$ cat config.mk
export PLATFORM = sky130hd
export DESIGN_NAME = touch_panel_gesture_reader
export DESIGN_NICKNAME = d
export VERILOG_FILES = /design/src/verilog/i2c_byte_engine.v /design/src/verilog/touch_panel_gesture_reader.v
export VERILOG_INCLUDE_DIRS = /design/src /design/src/shared
export SDC_FILE = /design/constraint.sdc
export NUM_CORES = 1
export LEC_CHECK = 0
export BUFFER_PORTS_ARGS = -buffer_cell sky130_fd_sc_hd__buf_2
export CAP_MARGIN = 10
export CORE_UTILIZATION = 47
export CTS_CLUSTER_DIAMETER = 40
export DETAILED_ROUTE_END_ITERATION = 7
export PLACE_DENSITY = 0.66
export SLEW_MARGIN = 40
export SYNTH_ARGS = -nofsm -noshare
export SYNTH_HDL_FRONTEND = slang
export SYNTH_SLANG_ARGS = --single-unit
$ cat constraint.sdc
create_clock -name clk -period 4.56 [get_ports clk]
set_input_delay 0.912 -clock clk [delete_from_list [all_inputs] [get_ports clk]]
set_output_delay 0.912 -clock clk [all_outputs]
set_load 0.05 [all_outputs]
$ cat src/shared/touch_map.vh
`ifndef TOUCH_MAP_VH
`define TOUCH_MAP_VH
// Notes on behaviour
// - panel interrupt, active low, on own input
// - drive bus clock out, data open-drain
// - decode read data into points, count, gesture
// - valid strobe only when all outputs hold data
// - five points, X coordinate ten bits
// - Y coordinate nine bits beside X
// - touch count two bits, values 0 to 2
// - swipes: up 10, left 14, down 18, right 1C
// - zoom in 48, zoom out 49, none 00

// bus timing: clock rate and bus clock rate in kHz
`define TP_CLK_KHZ      40000
`define TP_SCL_KHZ      100
// quarter bus period in clk cycles: clock over four bus clocks, rounded up
// so the bus never runs fast; sized to meet the 16-bit phase counter
`define TP_QTR_CYC      16'h0064

// target address (arbitrary value) and first data register
`define TP_DEV_ADDR     7'h2A
`define TP_START_REG    8'h00

// read layout: gesture, count, then X hi, X lo, Y hi, Y lo per point
`define TP_READ_LEN     22
`define TP_OFS_GESTURE  0
`define TP_OFS_COUNT    1
`define TP_OFS_POINT    2
`define TP_POINT_BYTES  4

// byte engine commands
`define TP_CMD_START    2'h0
`define TP_CMD_WRITE    2'h1
`define TP_CMD_READ     2'h2
`define TP_CMD_STOP     2'h3

// gesture codes
`define TP_GEST_UP      8'h10
`define TP_GEST_LEFT    8'h14
`define TP_GEST_DOWN    8'h18
`define TP_GEST_RIGHT   8'h1C
`define TP_GEST_ZIN     8'h48
`define TP_GEST_ZOUT    8'h49
`define TP_GEST_NONE    8'h00

// reset levels
`define TP_RST_COUNT    2'h0
`endif

$ cat src/verilog/i2c_byte_engine.v
`include "touch_map.vh"

// one bus condition or byte per command; four quarter phases per bit
module i2c_byte_engine #(
    parameter [15:0] QTR = `TP_QTR_CYC
) (
    input  wire       clk,
    input  wire       reset,
    input  wire       go,
    input  wire [1:0] cmd,
    input  wire [7:0] tx_byte,
    input  wire       send_nack,
    input  wire       sda_in,
    output wire       busy,
    output reg        done,
    output reg  [7:0] rx_byte,
    output reg        nack_seen,
    output reg        scl,
    output reg        sda_oe
);
    localparam [1:0] E_IDLE = 2'h0, E_COND = 2'h1, E_BITS = 2'h2, E_STOP = 2'h3;

    reg [1:0]  st_r;
    reg [1:0]  cmd_r;
    reg [15:0] cnt_r;
    reg [1:0]  ph_r;
    reg [3:0]  bit_r;
    reg [7:0]  sh_r;
    reg        nack_tx_r;
    reg        scl_nxt;
    reg        sda_low_nxt;
    wire       tick = (cnt_r == QTR - 16'h0001);
    wire       wr   = (cmd_r == `TP_CMD_WRITE);

    assign busy = (st_r != E_IDLE);

    // pin levels per phase; start is clocked through a low phase so it
    // also serves as a repeated start after a byte
    always @* begin
        scl_nxt     = scl;
        sda_low_nxt = sda_oe;
        case (st_r)
            E_COND: begin
                scl_nxt     = (ph_r == 2'h1) || (ph_r == 2'h2);
                sda_low_nxt = ph_r[1];
            end
            E_BITS: begin
                scl_nxt     = (ph_r == 2'h1) || (ph_r == 2'h2);
                sda_low_nxt = (bit_r < 4'h8) ? (wr & ~sh_r[7]) : (~wr & ~nack_tx_r);
            end
            E_STOP: begin
                scl_nxt     = (ph_r != 2'h0);
                sda_low_nxt = (ph_r < 2'h2);
            end
            default: begin
                scl_nxt     = scl;
                sda_low_nxt = sda_oe;
            end
        endcase
    end

    // sequencing and data shifting
    always @(posedge clk) begin
        if (reset) begin
            st_r      <= E_IDLE;
            cmd_r     <= `TP_CMD_START;
            cnt_r     <= 16'h0000;
            ph_r      <= 2'h0;
            bit_r     <= 4'h0;
            sh_r      <= 8'h00;
            nack_tx_r <= 1'b0;
            done      <= 1'b0;
            rx_byte   <= 8'h00;
            nack_seen <= 1'b0;
            scl       <= 1'b1;
            sda_oe    <= 1'b0;
        end else begin
            done   <= 1'b0;
            scl    <= scl_nxt;
            sda_oe <= sda_low_nxt;
            if (st_r == E_IDLE) begin
                cnt_r <= 16'h0000;
                ph_r  <= 2'h0;
                bit_r <= 4'h0;
                if (go) begin
                    cmd_r     <= cmd;
                    sh_r      <= tx_byte;
                    nack_tx_r <= send_nack;
                    case (cmd)
                        `TP_CMD_START: st_r <= E_COND;
                        `TP_CMD_STOP:  st_r <= E_STOP;
                        default:       st_r <= E_BITS;
                    endcase
                end
            end else if (!tick) begin
                cnt_r <= cnt_r + 16'h0001;
            end else begin
                cnt_r <= 16'h0000;
                ph_r  <= ph_r + 2'h1;
                // sample while the clock is high
                if (st_r == E_BITS && ph_r == 2'h2) begin
                    if (bit_r == 4'h8)
                        nack_seen <= sda_in;
                    else if (!wr)
                        sh_r <= {sh_r[6:0], sda_in};
                end
                if (ph_r == 2'h3) begin
                    if (st_r == E_BITS && wr && bit_r < 4'h8)
                        sh_r <= {sh_r[6:0], 1'b0};
                    if (st_r != E_BITS || bit_r == 4'h8) begin
                        st_r <= E_IDLE;
                        done <= 1'b1;
                        if (st_r == E_BITS && !wr)
                            rx_byte <= sh_r;
                    end
                    bit_r <= bit_r + 4'h1;
                end
            end
        end
    end
endmodule // i2c_byte_engine

$ cat src/verilog/touch_panel_gesture_reader.v
`include "touch_map.vh"

// reads the touch controller on interrupt and presents the decoded frame
module touch_panel_gesture_reader #(
    parameter [6:0] DEV_ADDR  = `TP_DEV_ADDR,
    parameter [7:0] START_REG = `TP_START_REG,
    parameter       READ_LEN  = `TP_READ_LEN,
    parameter       X_W       = 10,
    parameter       Y_W       = 9,
    parameter       COUNT_W   = 2,
    parameter [1:0] COUNT_MAX = 2'h2,
    parameter [15:0] QTR      = `TP_QTR_CYC
) (
    input  wire               clk,
    input  wire               reset,
    input  wire               panel_irq_n,
    output wire               panel_bus_clock,
    input  wire               panel_bus_data_in,
    output wire               panel_bus_data_out,
    output wire               panel_bus_data_oe,
    output reg                touch_valid,
    output reg  [X_W-1:0]     point1_x,
    output reg  [Y_W-1:0]     point1_y,
    output reg  [X_W-1:0]     point2_x,
    output reg  [Y_W-1:0]     point2_y,
    output reg  [X_W-1:0]     point3_x,
    output reg  [Y_W-1:0]     point3_y,
    output reg  [X_W-1:0]     point4_x,
    output reg  [Y_W-1:0]     point4_y,
    output reg  [X_W-1:0]     point5_x,
    output reg  [Y_W-1:0]     point5_y,
    output reg  [COUNT_W-1:0] touch_count,
    output reg  [7:0]         gesture_code
);
    localparam [3:0] ST_IDLE   = 4'h0,
                     ST_START  = 4'h1,
                     ST_ADDRW  = 4'h2,
                     ST_REG    = 4'h3,
                     ST_RSTART = 4'h4,
                     ST_ADDRR  = 4'h5,
                     ST_READ   = 4'h6,
                     ST_STOP   = 4'h7,
                     ST_DECODE = 4'h8,
                     ST_REARM  = 4'h9;
    localparam [4:0] LAST_IDX = READ_LEN[4:0] - 5'h01;

    reg [3:0] state_r;
    reg       pend_r;
    reg       err_r;
    reg [4:0] idx_r;
    reg [7:0] frame_r [0:READ_LEN-1];
    reg [1:0] cmd;
    reg [7:0] tx_byte;
    reg       cmd_state;
    wire      eng_done;
    wire      eng_nack;
    wire [7:0] rx_byte;
    wire      eng_go = cmd_state & ~pend_r;

    // X from the low bits of the high byte and the low byte
    function [X_W-1:0] pick_x;
        input [7:0] hi;
        input [7:0] lo;
        reg   [15:0] w;
        begin
            w      = {hi, lo};
            pick_x = w[X_W-1:0];
        end
    endfunction

    function [Y_W-1:0] pick_y;
        input [7:0] hi;
        input [7:0] lo;
        reg   [15:0] w;
        begin
            w      = {hi, lo};
            pick_y = w[Y_W-1:0];
        end
    endfunction

    // codes outside the known set read as no gesture so the host
    // only ever compares against the defined values
    function [7:0] map_gesture;
        input [7:0] raw;
        begin
            case (raw)
                `TP_GEST_UP, `TP_GEST_LEFT,
                `TP_GEST_DOWN, `TP_GEST_RIGHT: map_gesture = raw;
                `TP_GEST_ZIN, `TP_GEST_ZOUT:   map_gesture = raw;
                default:                       map_gesture = `TP_GEST_NONE;
            endcase
        end
    endfunction

    // a count above the supported range is clamped, not wrapped
    function [COUNT_W-1:0] clamp_count;
        input [7:0] raw;
        begin
            if (raw > {6'h00, COUNT_MAX})
                clamp_count = COUNT_MAX[COUNT_W-1:0];
            else
                clamp_count = raw[COUNT_W-1:0];
        end
    endfunction

    // open-drain data: only ever pulled low
    assign panel_bus_data_out = 1'b0;

    i2c_byte_engine #(
        .QTR (QTR)
    ) u_engine (
        .clk       (clk),
        .reset     (reset),
        .go        (eng_go),
        .cmd       (cmd),
        .tx_byte   (tx_byte),
        .send_nack (idx_r == LAST_IDX),
        .sda_in    (panel_bus_data_in),
        .busy      (),
        .done      (eng_done),
        .rx_byte   (rx_byte),
        .nack_seen (eng_nack),
        .scl       (panel_bus_clock),
        .sda_oe    (panel_bus_data_oe)
    );

    // command for each transaction step
    always @* begin
        cmd       = `TP_CMD_START;
        tx_byte   = 8'h00;
        cmd_state = 1'b1;
        case (state_r)
            ST_START, ST_RSTART: cmd = `TP_CMD_START;
            ST_ADDRW: begin
                cmd     = `TP_CMD_WRITE;
                tx_byte = {DEV_ADDR, 1'b0};
            end
            ST_REG: begin
                cmd     = `TP_CMD_WRITE;
                tx_byte = START_REG;
            end
            ST_ADDRR: begin
                cmd     = `TP_CMD_WRITE;
                tx_byte = {DEV_ADDR, 1'b1};
            end
            ST_READ: cmd = `TP_CMD_READ;
            ST_STOP: cmd = `TP_CMD_STOP;
            default: cmd_state = 1'b0;
        endcase
    end

    // received bytes land in the frame store in order
    always @(posedge clk) begin
        if (state_r == ST_READ && eng_done)
            frame_r[idx_r] <= rx_byte;
    end

    // transaction sequencer
    always @(posedge clk) begin
        if (reset) begin
            state_r <= ST_IDLE;
            pend_r  <= 1'b0;
            err_r   <= 1'b0;
            idx_r   <= 5'h00;
        end else begin
            if (eng_go)
                pend_r <= 1'b1;
            else if (eng_done)
                pend_r <= 1'b0;
            case (state_r)
                ST_IDLE: begin
                    idx_r <= 5'h00;
                    err_r <= 1'b0;
                    if (!panel_irq_n)
                        state_r <= ST_START;
                end
                ST_START:  if (eng_done) state_r <= ST_ADDRW;
                ST_ADDRW:  if (eng_done) begin
                    err_r   <= eng_nack;
                    state_r <= eng_nack ? ST_STOP : ST_REG;
                end
                ST_REG:    if (eng_done) begin
                    err_r   <= eng_nack;
                    state_r <= eng_nack ? ST_STOP : ST_RSTART;
                end
                ST_RSTART: if (eng_done) state_r <= ST_ADDRR;
                ST_ADDRR:  if (eng_done) begin
                    err_r   <= eng_nack;
                    state_r <= eng_nack ? ST_STOP : ST_READ;
                end
                ST_READ:   if (eng_done) begin
                    if (idx_r == LAST_IDX)
                        state_r <= ST_STOP;
                    else
                        idx_r <= idx_r + 5'h01;
                end
                // a refused address abandons the frame without a strobe
                ST_STOP:   if (eng_done) state_r <= err_r ? ST_REARM : ST_DECODE;
                ST_DECODE: state_r <= ST_REARM;
                // wait for the interrupt to clear so one event reads once
                ST_REARM:  if (panel_irq_n) state_r <= ST_IDLE;
                default:   state_r <= ST_IDLE;
            endcase
        end
    end

    // outputs load in the same edge the strobe rises, so they are
    // settled for the whole strobe cycle and held until the next frame
    always @(posedge clk) begin
        if (reset) begin
            touch_valid  <= 1'b0;
            point1_x     <= {X_W{1'b0}};
            point1_y     <= {Y_W{1'b0}};
            point2_x     <= {X_W{1'b0}};
            point2_y     <= {Y_W{1'b0}};
            point3_x     <= {X_W{1'b0}};
            point3_y     <= {Y_W{1'b0}};
            point4_x     <= {X_W{1'b0}};
            point4_y     <= {Y_W{1'b0}};
            point5_x     <= {X_W{1'b0}};
            point5_y     <= {Y_W{1'b0}};
            touch_count  <= {COUNT_W{1'b0}};
            gesture_code <= `TP_GEST_NONE;
        end else begin
            touch_valid <= (state_r == ST_DECODE);
            if (state_r == ST_DECODE) begin
                gesture_code <= map_gesture(frame_r[`TP_OFS_GESTURE]);
                touch_count  <= clamp_count(frame_r[`TP_OFS_COUNT]);
                point1_x <= pick_x(frame_r[2], frame_r[3]);
                point1_y <= pick_y(frame_r[4], frame_r[5]);
                point2_x <= pick_x(frame_r[6], frame_r[7]);
                point2_y <= pick_y(frame_r[8], frame_r[9]);
                point3_x <= pick_x(frame_r[10], frame_r[11]);
                point3_y <= pick_y(frame_r[12], frame_r[13]);
                point4_x <= pick_x(frame_r[14], frame_r[15]);
                point4_y <= pick_y(frame_r[16], frame_r[17]);
                point5_x <= pick_x(frame_r[18], frame_r[19]);
                point5_y <= pick_y(frame_r[20], frame_r[21]);
            end
        end
    end
endmodule // touch_panel_gesture_reader

# Word-level counts from Yosys, hierarchy flattened
# Memories as Yosys holds them, arrays and structs flattened. A register that Yosys moved wholly into a read port is not among the register bits.
# Cells that the tools add are included.
[classes]
add_sub_neg = 4
order_cmp = 3
n_eq_ne = 40
mux = 47
bitwise = 10
n_reduce_logical = 36
[ops]
columns = ["op", "count"]
rows = [
  ["$mux 8", 9],
  ["$mux 4", 10],
  ["$pmux 4 s10", 1],
  ["$eq 8x5->1 const B", 4],
  ["$ne 2x1->1 const B", 9],
  ["$add 16x1->16 const B", 1],
  ["$eq 16x7->1 const B", 1],
  ["$eq 4x3->1 const B", 4],
  ["$eq 8x7->1 const B", 2],
  ["$reduce_bool 2->1", 8],
  ["$mux 2", 7],
  ["$pmux 7 s2", 1],
  ["$eq 4x4->1 const B", 3],
  ["$eq 2x2->1 const B", 5],
  ["$mux 1", 10],
  ["$mux 5", 2],
  ["$ne 2x2->1 const B", 5],
  ["$pmux 5 s2", 1],
  ["$reduce_and 10->1", 1],
  ["$eq 4x2->1 const B", 2],
  ["$gt 8x2->1 const B", 1],
  ["$reduce_and 2->1", 4],
  ["$reduce_and 4->1", 2],
  ["$not 1->1", 7],
  ["27 further kinds", 40],
]
[word_totals]
regBits = 69
mem_bits_rw = 176
inputBits = 4
output_inout_bits = 109
elab_cells = 160
memories = 1
[memory_table]
columns = ["name", "depth", "word_bits", "read_ports", "rd_ports_with_merged_regs", "wr", "line_no", "text"]
rows = [
  ["frame_r", 22, 8, 22, 20, 1, "touch_panel_gesture_reader.v:51", "reg [7:0] frame_r [0:READ_LEN-1];"],
]

# Logic depth before layout (Yosys ltp)
# Gate-level depths: netlist (run 1).
[depth]
depth_word = 8
ltp_mapped = 8
ltp_nobuf = 7

# By module
# A second synthesis (run 1) with hierarchy kept.
[hier_totals]
cells_unflattened = 990
hier_area_um2 = 10408.7
[modules_own_cells]
columns = ["mod", "n_inst", "cells_each", "area_each_um2", "seq_area_each_um2"]
rows = [
  ["touch_panel_gesture_reader", 1, 705, 8006.4, 5675.4],
  ["i2c_byte_engine", 1, 285, 2402.3, 940.9],
]

# Worst setup path after synthesis (run 1)
# Ideal clock, no wire load.
[synth_timing]
path_type = "flip-flop to flip-flop"
start = "register state_r[1]"
end = "memory frame_r[13][0], enable pin"
setup_ns = 0.370
t_arrival_ns = 1.748
t_required_ns = 4.190
path_slack_ns = 2.442
stages_incl_launch_ff = 7
n_path_buf = 2
synth_period_minus_slack_ns = 2.118
path_cell_list = "dfxtp_1 buf_2 clkbuf_1 nand3b_1 nor3_1 nand2_1 nor2_1"
[synth_between]
elab_chain_len = 4
[synth_lines]
columns = ["item", "line_no", "text"]
rows = [
  ["start: declaration", "touch_panel_gesture_reader.v:47", "reg [3:0] state_r;"],
  ["start signal: assignment", "touch_panel_gesture_reader.v:180", "state_r <= eng_nack ? ST_STOP : ST_REG;"],
  ["start signal: assignment", "touch_panel_gesture_reader.v:184", "state_r <= eng_nack ? ST_STOP : ST_RSTART;"],
  ["start signal: assignment", "touch_panel_gesture_reader.v:189", "state_r <= eng_nack ? ST_STOP : ST_READ;"],
  ["$eq 4x3->1", "touch_panel_gesture_reader.v:154", "if (state_r == ST_READ && eng_done)"],
  ["$logic_and 1x1->1", "touch_panel_gesture_reader.v:154", ""],
  ["$mux 1", "touch_panel_gesture_reader.v:154", ""],
  ["$mux 1 (implied by the code)", "touch_panel_gesture_reader.v:155", "frame_r[idx_r] <= rx_byte;"],
  ["end: declaration", "touch_panel_gesture_reader.v:51", ""],
]
# No other way between the ends.

# Final worst setup path (run 1)
[layout_timing]
start = "register state_r[1]"
end = "memory frame_r[15][5], enable pin"
# Same word-level chain as after synthesis.

==> metrics.md, run 1 <==
| Metric | Value |
|---|---|
| Vias per cell | 5.16 |
| Crit Path Category | flip-flop to flip-flop |
| PD cells | around 470 mW/mm2 |
| Cells taking the most area after synthesis | edfxtp_1 (33%), dfxtp_1 (33%), nand2_1 (8.3%) |
| Status | finished, final reports clean |
| Pint | 4.32 mW |
| FILL cells | between 1.5k and 2k |
| Worst hold stages | 2 |
| Worst reg2reg setup slack | 1.89 ns |
| Hold buffers post-CTS | 0 |
| Antenna violations before repair | 0 |
| PostCTS Resize Cnt | 0 |
| Largest net degree at the start of global routing | 103 |
| Critical path origin | state_r[1] |
| FF+latch count, synth | 275 |
| Net Switching | 1.30 mW |
| I/O pin cnt | 113 |
| Worst EP required | 4.69 ns |
| ANT nets after route | 0 |
| MaxCap Viol Count | 0 |
| RSZ-0062 raised after global routing | no |
| Sw frac | between 20% and 30% |
| Synthesized net count | between 900 and 1k |
| Final hold viol count | 0 |
| Worst Reg-to-Reg Cells | 4 |
| H-tree levels | 2 |
| Layout area overhead | 19.0% |
| Yosys warns | 0 |
| Clock latency on the worst-skew pair | 0.51 ns |
| Main synth FF type | dfxtp_1 |
| Post-Syn Area per Cell | 10.7 um2 |
| Mapped Area | 0.00997 mm2 |
| Clk slew on worst S/H paths | 0.06 ns |
| Wirelength, routed | ~21000 um |
| Routed len/inst | around 16 um |
| GPL Wtd Cong | between 0.7 and 0.8 |
| Via count | 6863 |
| Pleak | approximately 4.4 nW |
| FP Rows | 52 |
| Slew Viols, Final | 0 |
| Clock power frac | 48.1% |
| CTS Root Cell | clkbuf_16 |
| Syn Inst Count | 934 |
| CTS buffer count | 36 |
| Slew @ Worst Pin | 0.829 ns |
| Yosys cell types | 57 |
| Crit-path cells | nand3b_1 > nor3_1 > nand2_1 > nor2_1 |
| DPL Wire Length | 12800 um |
| Startpoint type of the worst setup path | flip-flop |
| Initial DRC count | 456 |
| Total track usage | 19.6% |
| Final setup TNS | 0 ns |
| Worst Hold End | point4_x[1] |
| Fmax achieved | 374 MHz |
| Number of nets in the layout | between 1k and 1.5k |
| Initial Utilization | 48.6% |
| N_diodes | 0 |
| EDFF count, synth | between 100 and 150 |
| Die height | between 100 and 150 um |
| Crit path max fanout | 18 |
| Final Setup Violations | 0 |
| Top cell type's share of synthesized area | 33.4% |
| Worst r2r dst | frame_r[15][5] |
| First-pass GRT wire length | ~34000 um |
| Combinational Power Share | roughly 5.2% |
| Max stage delay on crit path | about 0.7 ns |
| Commonest cells in the netlist | nand2_1 (220), dfxtp_1 (164), edfxtp_1 (111), a21oi_1 (107), nor2_1 (82) |
| Postcts setup bufs | 0 |
| Most common cell in the netlist | nand2_1 |
| Buffers and inverters on the worst path | 0 |
| GR Overflow Total | 0 |
| Vias in the first global route | 6522 |
| Crit end category | flip-flop |
| Worst Skew | 0.0264 ns |
| CP delay by family, top | simple AND/OR/NAND/NOR gates |
| Sequential element share of the synthesized area | 66.4% |
| CTS tree | yes |
| Tmin final | 2.67 ns |
| Worst Min Path Start | point4_x[1] |
| Worst VDD drop | 0.290 mV |
| Core area | 0.0205 mm2 |
| Slew HR | 44.6% |
| Synth async-reset ratio | 0% |
| Hold crit path type | flip-flop to flip-flop |
| Reg power frac | 46.7% |
| DR pass1 iterations | 4 |
| Critical path's slowest cell | dfxtp_1 |
| CP arrival | 2.80 ns |
| Die width | 148 um |
| Layout cells sized above 1 | 18.2% |
| Final Cycle Share | 58.6% |
| DRC | 0 |
| Deepest clock path buffer count | 3 |
| Die area | ~0.022 mm2 |
| Post-synth top area cell | edfxtp_1 |
| Port-buffer cells | 111 |
| Clk sink count | 275 |
| Worst hold slack | between 0.4 and 0.5 ns |
| R2r startpoint | state_r[1] |
stage by stage:
stage | cells | area, um2 | power (mW) | util, % | setup WS (ns)
final | 1330 | 11900 | 5.62 | 57.9 | 1.89
after global routing | 1330 | 11900 | 5.82 | 57.9 | 1.57
after CTS | 1330 | 11900 | 5.67 | 57.9 | 1.84
after detailed placement | 1265 | 10700 | 2.97 | 52.2 | 1.86
after global placement | 1265 | 10700 | 2.96 | 52.1 | 1.92
after floorplan | 934 | 9970 | 2.92 | - | 2.44
logic make-up after synthesis:
| kind of cell | after synthesis | synth area share [%] |
|---|---|---|
| buf+inv | 69 | 2.89 |
| mux | 15 | 1.53 |
| fa+ha+maj | 11 | 1.38 |
| other cells | 1 | 0.0376 |
| flops | 275 | 66.4 |
| simple gates | 380 | 16.5 |
| compound gates | 161 | 9.36 |
| xor+xnor | 22 | 1.93 |
layout make-up:
class | count | area [um2] | share of cell area (%)
Clock buffer | 43 | 968 | 8.16
Clock inverter | 22 | 206 | 1.74
Inverter | 16 | 60.1 | 0.506
Multi-Input combinational cell | 590 | 3100 | 26.1
Sequential cell | 275 | 6620 | 55.8
Tap cell | 270 | 338 | 2.85
Timing Repair Buffer | 114 | 581 | 4.89
registers in the layout (all words and copies together) (netlist names), 4 cells and up:
| signal | flops |
|---|---|
| frame_r | 111 |
| u_engine.cnt_r | 16 |
| point1_x | 10 |
| point2_x | 10 |
| point3_x | 10 |
| point4_x | 10 |
| point5_x | 10 |
| point1_y | 9 |
| point2_y | 9 |
| point3_y | 9 |
| point4_y | 9 |
| point5_y | 9 |
| gesture_code | 8 |
| u_engine.rx_byte | 8 |
| u_engine.sh_r | 8 |
| idx_r | 5 |
| state_r | 4 |
| u_engine.bit_r | 4 |
how the worst max path moves through the flow:
stage	to	slack, ns	depth (start not counted)
3_5_place_dp	frame_r[13][1]	1.86	4
6_report	frame_r[15][5]	1.89	4
4_1_cts	frame_r[15][7]	1.84	4
2_1_floorplan	frame_r[13][0]	2.44	6
3_3_place_gp	u_engine.sh_r[6]	1.92	5
5_1_grt	frame_r[9][4]	1.57	4
cell usage in the layout (no fill, tap or decap), types with 3 or more instances in the layout:
| cell type | n |
|---|---|
| a211oi_1 | 5 |
| a21oi_1 | 107 |
| a22o_1 | 5 |
| a22oi_1 | 11 |
| and2_1 | 3 |
| and3_1 | 5 |
| and4_1 | 3 |
| buf_2 | 110 |
| buf_4 | 4 |
| clkbuf_1 | 4 |
| clkbuf_16 | 37 |
| clkinv_2 | 8 |
| dfxtp_1 | 162 |
| edfxtp_1 | 111 |
| ha_1 | 11 |
| inv_1 | 16 |
| inv_6 | 4 |
| mux2i_1 | 13 |
| nand2_1 | 219 |
| nand2b_1 | 5 |
| nand3_1 | 13 |
| nand3b_1 | 6 |
| nand4_1 | 6 |
| nand4b_1 | 3 |
| nor2_1 | 81 |
| nor2b_1 | 3 |
| nor3_1 | 12 |
| nor4_1 | 4 |
| o21a_1 | 3 |
| o21ai_0 | 13 |
| xnor2_1 | 8 |
| xor2_1 | 14 |
metal layers:
metal  track usage (%)  vias to the layer above  wire, um
li1                  -                     3404         -
met1              26.4                     3284      9480
met2              31.8                      153     10000
met3              3.98                       22      1230
met4              6.24                        0       297
met5                 0                        -         0
tightest hold or removal path: cells and delay by family (launching register included):
family | cells | cell delay, ns
flip-flops | 1 | 0.30
AND/OR/NAND/NOR | 1 | 0.05
AO/OA/AOI/OAI | 1 | 0.05
power by group through the flow:
stage / Clock (mW) / Combinational (mW) / Sequential, mW
detailed placement: 0 / 0.292 / 2.67
global placement: 0 / 0.286 / 2.67
CTS: 2.75 / 0.295 / 2.62
floorplan: 0 / 0.249 / 2.67
finish: 2.70 / 0.295 / 2.62
global route: 2.86 / 0.326 / 2.63
Note: power is estimated with default switching activity, not from simulation.
==> inputs of run 2 (changes only) <==
Settings changed: PLACE_DENSITY 0.66 to 0.69.
Clock period 4.56 ns to 2.42 ns, I/O delays scaled along.
==> run 2 against run 1 <==
  * Sequential share of layout area is 0.81 points lower
  * Maximum frequency is 36% higher
  * Critical path depth is 1 higher
  * Sequential power is 88% higher
==> metrics.md, run 2 (synthesized netlist as in run 1, its figures left out) <==
| Metric | Value |
|---|---|
| Port-buffer cells | 111 (unchanged) |
| R2r startpoint | state_r[1] (unchanged) |
| Slew @ Worst Pin | 0.841 ns (was 0.829 ns) |
| Max stage delay on crit path | 0.48 ns (was 0.70 ns) |
| H-tree levels | 2 (unchanged) |
| Largest net degree at the start of global routing | 103 (unchanged) |
| I/O pin cnt | 113 (unchanged) |
| Clk sink count | 275 (unchanged) |
| RSZ-0062 raised after global routing | no (unchanged) |
| Max reg flops | 111 (unchanged) |
| Core area | 0.0205 mm2 (unchanged) |
| Number of nets in the layout | 1072 (was 1048) |
| Critical path's slowest cell | dfxtp_1 (unchanged) |
| FP Rows | 52 (unchanged) |
| Crit-path cells | nand3b_1 > nor3_1 > nand2_1 > nor2_1 > buf_4 (was nand3b_1 > nor3_1 > nand2_1 > nor2_1) |
| PD cells | 872 mW/mm2 (was 473 mW/mm2) |
| Final setup TNS | 0 ns (unchanged) |
| Top flop regs | frame_r: 111 flops, u_engine.cnt_r: 16 flops (unchanged) |
| Routed len/inst | 15.4 um (was 15.8 um) |
| CTS Root Cell | clkbuf_16 (unchanged) |
| Final Cycle Share | 80.9% (was 58.6%) |
| Die width | 148 um (unchanged) |
| Slew Viols, Final | 0 (unchanged) |
| CTS tree | yes (unchanged) |
| Crit path max fanout | 8 (was 18) |
| Crit Path Category | flip-flop to flip-flop (unchanged) |
| Total track usage | 19.4% (was 19.6%) |
| DP Cell Count | 1291 (was 1265) |
| Die area | 0.0218 mm2 (unchanged) |
| Buffers and inverters on the worst path | 1 (was 0) |
| Antenna violations before repair | 0 (unchanged) |
| DPL Wire Length | 13300 um (was 12800 um) |
| FILL cells | 1703 (was 1776) |
| Largest Register | frame_r (unchanged) |
| Clock latency on the worst-skew pair | 0.51 ns (about the same) |
| Worst Skew | 0.0202 ns (was 0.0264 ns) |
| Clk slew on worst S/H paths | 0.06 ns (about the same) |
| Placed Area | 0.0109 mm2 (was 0.0107 mm2) |
| GPL Wtd Cong | 0.797 (was 0.788) |
| Final hold viol count | 0 (unchanged) |
| Vias in the first global route | 6553 (was 6522) |
| Die height | 148 um (unchanged) |
| Final Setup Violations | 0 (unchanged) |
| Total Power | 10.5 mW (was 5.62 mW) |
| PostCTS Resize Cnt | 0 (unchanged) |
| Vias per cell | 5.14 (was 5.16) |
| CP delay by family, top | simple AND/OR/NAND/NOR gates (unchanged) |
| First-pass GRT wire length | 33400 um (was 33700 um) |
| DR pass1 iterations | 5 (was 4) |
| Wirelength, routed | 20900 um (was 21000 um) |
| Critical path origin | state_r[1] (unchanged) |
| Via count | 6955 (was 6863) |
| Slew HR | 43.9% (was 44.6%) |
| Worst EP required | 2.63 ns (was 4.69 ns) |
| Layout cells sized above 1 | 19.4% (was 18.2%) |
| MaxCap Viol Count | 0 (unchanged) |
| Worst VDD drop | 0.756 mV (was 0.290 mV) |
| CP arrival | 2.17 ns (was 2.80 ns) |
| Postcts setup bufs | 0 (unchanged) |
| Most common cell after layout, fill and taps aside | nand2_1 (unchanged) |
| Finished Layout Cells | 1353 (was 1330) |
| Pleak | 4.52 nW (was 4.40 nW) |
| Fmax achieved | 511 MHz (was 374 MHz) |
| ANT nets after route | 0 (unchanged) |
| Hold buffers post-CTS | 0 (unchanged) |
| Layout area overhead | 20.7% (was 19.0%) |
| Startpoint type of the worst setup path | flip-flop (unchanged) |
| Worst Min Path Start | reset (was point4_x[1]) |
| Hold crit path type | primary input to flip-flop (was flip-flop to flip-flop) |
| Initial DRC count | 376 (was 456) |
| DRC | 0 (unchanged) |
| N_diodes | 0 (unchanged) |
| Final Cell Area | 0.0120 mm2 (was 0.0119 mm2) |
| Status | finished, final reports clean (unchanged) |
| Crit end category | flip-flop (unchanged) |
| Initial Utilization | 48.6% (unchanged) |
| CTS buffer count | 34 (was 36) |
| GR Overflow Total | 0 (unchanged) |
| Deepest clock path buffer count | 3 (unchanged) |
| Most frequent cells in the layout | nand2_1 (219), dfxtp_1 (164), edfxtp_1 (111) (was nand2_1 (219), dfxtp_1 (162), edfxtp_1 (111)) |
| Tmin final | 1.96 ns (was 2.67 ns) |
## run 2: path summary, 6_finish.rpt
check | end | slack, ns | depth (start not counted)
setup reg to reg | frame_r[15][6] | 0.46 | 5
hold / removal | u_engine.nack_tx_r | 0.25 | 2
hold reg to reg | point3_x[1] | 0.45 | 2
setup / recovery | frame_r[15][6] | 0.46 | 5
## run 2: area by class of cell
type / instances / area (um2) / area share (%)
Timing Repair Buffer: 140 / 801 / 6.65
Clock buffer: 45 / 965 / 8.01
Tap cell: 270 / 338 / 2.81
Inverter: 16 / 60.1 / 0.499
Clock inverter: 17 / 179 / 1.49
Multi-Input combinational cell: 590 / 3080 / 25.6
Sequential cell: 275 / 6620 / 55.0
## run 2: power by group
group | leakage [nW] | internal [mW] | switching (mW) | total, mW
registers | 2.35 | 4.84 | 0.0792 | 4.92
clock network | 0.558 | 2.99 | 1.97 | 4.96
logic | 1.61 | 0.221 | 0.391 | 0.612
total | 4.52 | 8.06 | 2.44 | 10.5
## run 2: metrics by stage
step / worst slack, ns / hold slack (ns) / utilization (%)
floorplan: 0.302 / 0.430 / -
global placement: 0.523 / 0.438 / 53.2
detailed placement: 0.491 / 0.438 / 53.2
CTS: 0.457 / 0.243 / 58.7
global route: 0.298 / 0.270 / 58.7
finish: 0.462 / 0.253 / 58.7
## run 2: metal layers
metal	global-route usage, %	vias to the layer above	wire length, um
met3	3.73	36	1090
met5	0	-	0
met4	7.11	0	461
met1	26.5	3296	9720
li1	-	3454	-
met2	30.8	169	9600
==> inputs of run 3 (changes only) <==
Clock period 2.42 ns to 1.75 ns, I/O delays scaled along.
==> run 3 against run 2 <==
  * Hold slack lost 0.14 ns
  * Clock skew increased by 0.0041 ns
  * Worst setup slack worse by 0.40 ns
  * Register-to-register slack worse by 0.40 ns
  * Maximum frequency increased by 16%
  * Combinational power grew 83%
  * Flip-flop and latch count is the same
  * Clock power increased by 48%
  * Total power is 45% higher
  * Routed wire length is 4.7% higher
  * Critical path type unchanged
  * Critical endpoint is now u_engine.rx_byte[4]
  * Highest routed layer unchanged
==> metrics.md, run 3 (synthesized netlist as in run 1, its figures left out) <==
| Metric | Value |
|---|---|
| CP delay by family, top | simple AND/OR/NAND/NOR gates (unchanged) |
| Slew HR | 53.5% (was 43.9%) |
| FP Rows | 52 (unchanged) |
| GR Overflow Total | 0 (unchanged) |
| Worst hold stages | 3 (was 2) |
| Number of nets in the layout | 1113 (was 1072) |
| Hold buffers post-CTS | 0 (unchanged) |
| Worst VDD drop | 0.922 mV (was 0.756 mV) |
| Via count | 7179 (was 6955) |
| Tmin final | 1.69 ns (was 1.96 ns) |
| Worst Min Path Start | panel_bus_data_in (was reset) |
| Clk slew on worst S/H paths | 0.05 ns (was 0.06 ns) |
| CP arrival | 2.08 ns (was 2.17 ns) |
| Layout cells sized above 1 | 25.5% (was 19.4%) |
| Die width | 148 um (unchanged) |
| Largest Register | frame_r (unchanged) |
| Initial Utilization | 48.6% (unchanged) |
| Most frequent cells in the layout | nand2_1 (216), dfxtp_1 (161), edfxtp_1 (111) (was nand2_1 (219), dfxtp_1 (164), edfxtp_1 (111)) |
| Clk sink count | 275 (unchanged) |
| Max reg flops | 111 (unchanged) |
| GPL Wtd Cong | 0.849 (was 0.797) |
| Crit path max fanout | 8 (unchanged) |
| Fmax achieved | 592 MHz (was 511 MHz) |
| Total Power | 15.2 mW (was 10.5 mW) |
| Deepest clock path buffer count | 3 (unchanged) |
| Total track usage | 20.2% (was 19.4%) |
| Worst slack, placed | -0.121 ns (was 0.491 ns) |
| Core area | 0.0205 mm2 (unchanged) |
| DR pass1 iterations | 5 (unchanged) |
| RSZ-0062 raised after global routing | yes (was no) |
| Worst hold slack | 0.115 ns (was 0.253 ns) |
| DRC | 0 (unchanged) |
| Clock latency on the worst-skew pair | 0.52 ns (was 0.51 ns) |
| Routed len/inst | 15.7 um (was 15.4 um) |
| CTS buffer count | 37 (was 34) |
| FILL cells | 1666 (was 1703) |
| Largest net degree at the start of global routing | 60 (was 103) |
| Max stage delay on crit path | 0.34 ns (was 0.48 ns) |
| ANT nets after route | 0 (unchanged) |
| Slew @ Worst Pin | 0.696 ns (was 0.841 ns) |
| Hold crit path type | primary input to flip-flop (unchanged) |
| MaxCap Viol Count | 0 (unchanged) |
| Crit Path Category | flip-flop to flip-flop (unchanged) |
| Slew Viols, Final | 0 (unchanged) |
| Final hold viol count | 0 (unchanged) |
| Vias in the first global route | 6968 (was 6553) |
| Wirelength, routed | 21900 um (was 20900 um) |
| Pleak | 4.83 nW (was 4.52 nW) |
| Worst Hold End | u_engine.nack_seen (was u_engine.nack_tx_r) |
| Register Area | 0.00662 mm2 (about the same) |
| Area of the multi-input gates | 0.00332 mm2 (was 0.00308 mm2) |
| Layout area overhead | 28.3% (was 20.7%) |
| Final Setup Violations | 0 (unchanged) |
| Status | finished, final reports clean (unchanged) |
| Critical path origin | u_engine.cnt_r[1] (was state_r[1]) |
| H-tree levels | 2 (unchanged) |
| Antenna violations before repair | 0 (unchanged) |
| Worst reg2reg setup slack | 0.06 ns (was 0.46 ns) |
| Worst Skew | 0.0243 ns (was 0.0202 ns) |
| CTS tree | yes (unchanged) |
| Port-buffer cells | 111 (unchanged) |
| Top flop regs | frame_r: 111 flops, u_engine.cnt_r: 16 flops (unchanged) |
| Worst Reg-to-Reg Cells | 7 (was 5) |
| Vias per cell | 5.14 (about the same) |
| Initial DRC count | 384 (was 376) |
| Critical path's slowest cell | dfxtp_2 (was dfxtp_1) |
| Buffers and inverters on the worst path | 1 (unchanged) |
| CTS Root Cell | clkbuf_16 (unchanged) |
| PD cells | 1190 mW/mm2 (was 872 mW/mm2) |
| First-pass GRT wire length | 35000 um (was 33400 um) |
| Die height | 148 um (unchanged) |
| I/O pin cnt | 113 (unchanged) |
| Most common cell after layout, fill and taps aside | nand2_1 (unchanged) |
| Worst r2r dst | u_engine.rx_byte[4] (was frame_r[15][6]) |
| R2r startpoint | u_engine.cnt_r[1] (was state_r[1]) |
| Crit end category | flip-flop (unchanged) |
| Worst EP required | 2.14 ns (was 2.63 ns) |
| Startpoint type of the worst setup path | flip-flop (unchanged) |
| Final WS setup | 0.0596 ns (was 0.462 ns) |
| Die area | 0.0218 mm2 (unchanged) |
| Crit-path cells | ha_4 > nor4b_4 > and4_4 > buf_6 > nand4_4 > mux2i_1 > nor2_1 (was nand3b_1 > nor3_1 > nand2_1 > nor2_1 > buf_4) |
| Final Cycle Share | 96.6% (was 80.9%) |
| N_diodes | 0 (unchanged) |
| DPL Wire Length | 13800 um (was 13300 um) |
[run 3: per-stage QoR]
stage               util (%)  setup TNS, ns  cells  instance area (um2)
finish                  62.4              0   1397                12800
global route            62.4         -0.181   1397                12800
CTS                     61.5              0   1392                12600
detailed placement      55.4          -1.56   1324                11300
global placement        55.4         -0.575   1324                11300
floorplan                  -          -1.71    934                10100
[run 3: worst min-delay path: stages]
cell,delay [ns]
buf_2,0.10
mux2i_1,0.06
nor2_1,0.07
[run 3: worst max-delay path by stage]
stage               depth (start not counted)             endpoint
global route                                7  u_engine.rx_byte[0]
finish                                      7  u_engine.rx_byte[4]
CTS                                         7  u_engine.rx_byte[4]
floorplan                                   6        frame_r[0][0]
detailed placement                          7  u_engine.rx_byte[5]
global placement                            7  u_engine.rx_byte[2]
[run 3: cell type report]
type	count	share of cell area [%]
Sequential cell	275	51.8
Multi-Input combinational cell	590	26.0
Timing Repair Buffer	178	9.50
Clock buffer	46	7.81
Tap cell	270	2.64
Clock inverter	22	1.87
Inverter	16	0.469
[run 3: per-layer routing]
metal,global-route usage [%],vias to the layer above,part of all wire (%)
met5,0,-,0
li1,-,3548,-
met3,3.49,43,5.0
met1,26.0,3418,44
met4,7.16,0,2.2
met2,34.3,170,49
[run 3: timing repair]
action | CTS | global route
setup buffers | 0 | 4
pin swaps | 2 | 5
resized for setup | 5 | 21
gates cloned | 0 | 1
setup endpoints to repair | 19 | 89
[run 3: power by group]
| group | switching (mW) | total, mW | internal, mW |
|---|---|---|---|
| Clock | 2.79 | 7.34 | 4.55 |
| Sequential | 0.0740 | 6.78 | 6.71 |
| Combinational | 0.652 | 1.12 | 0.469 |
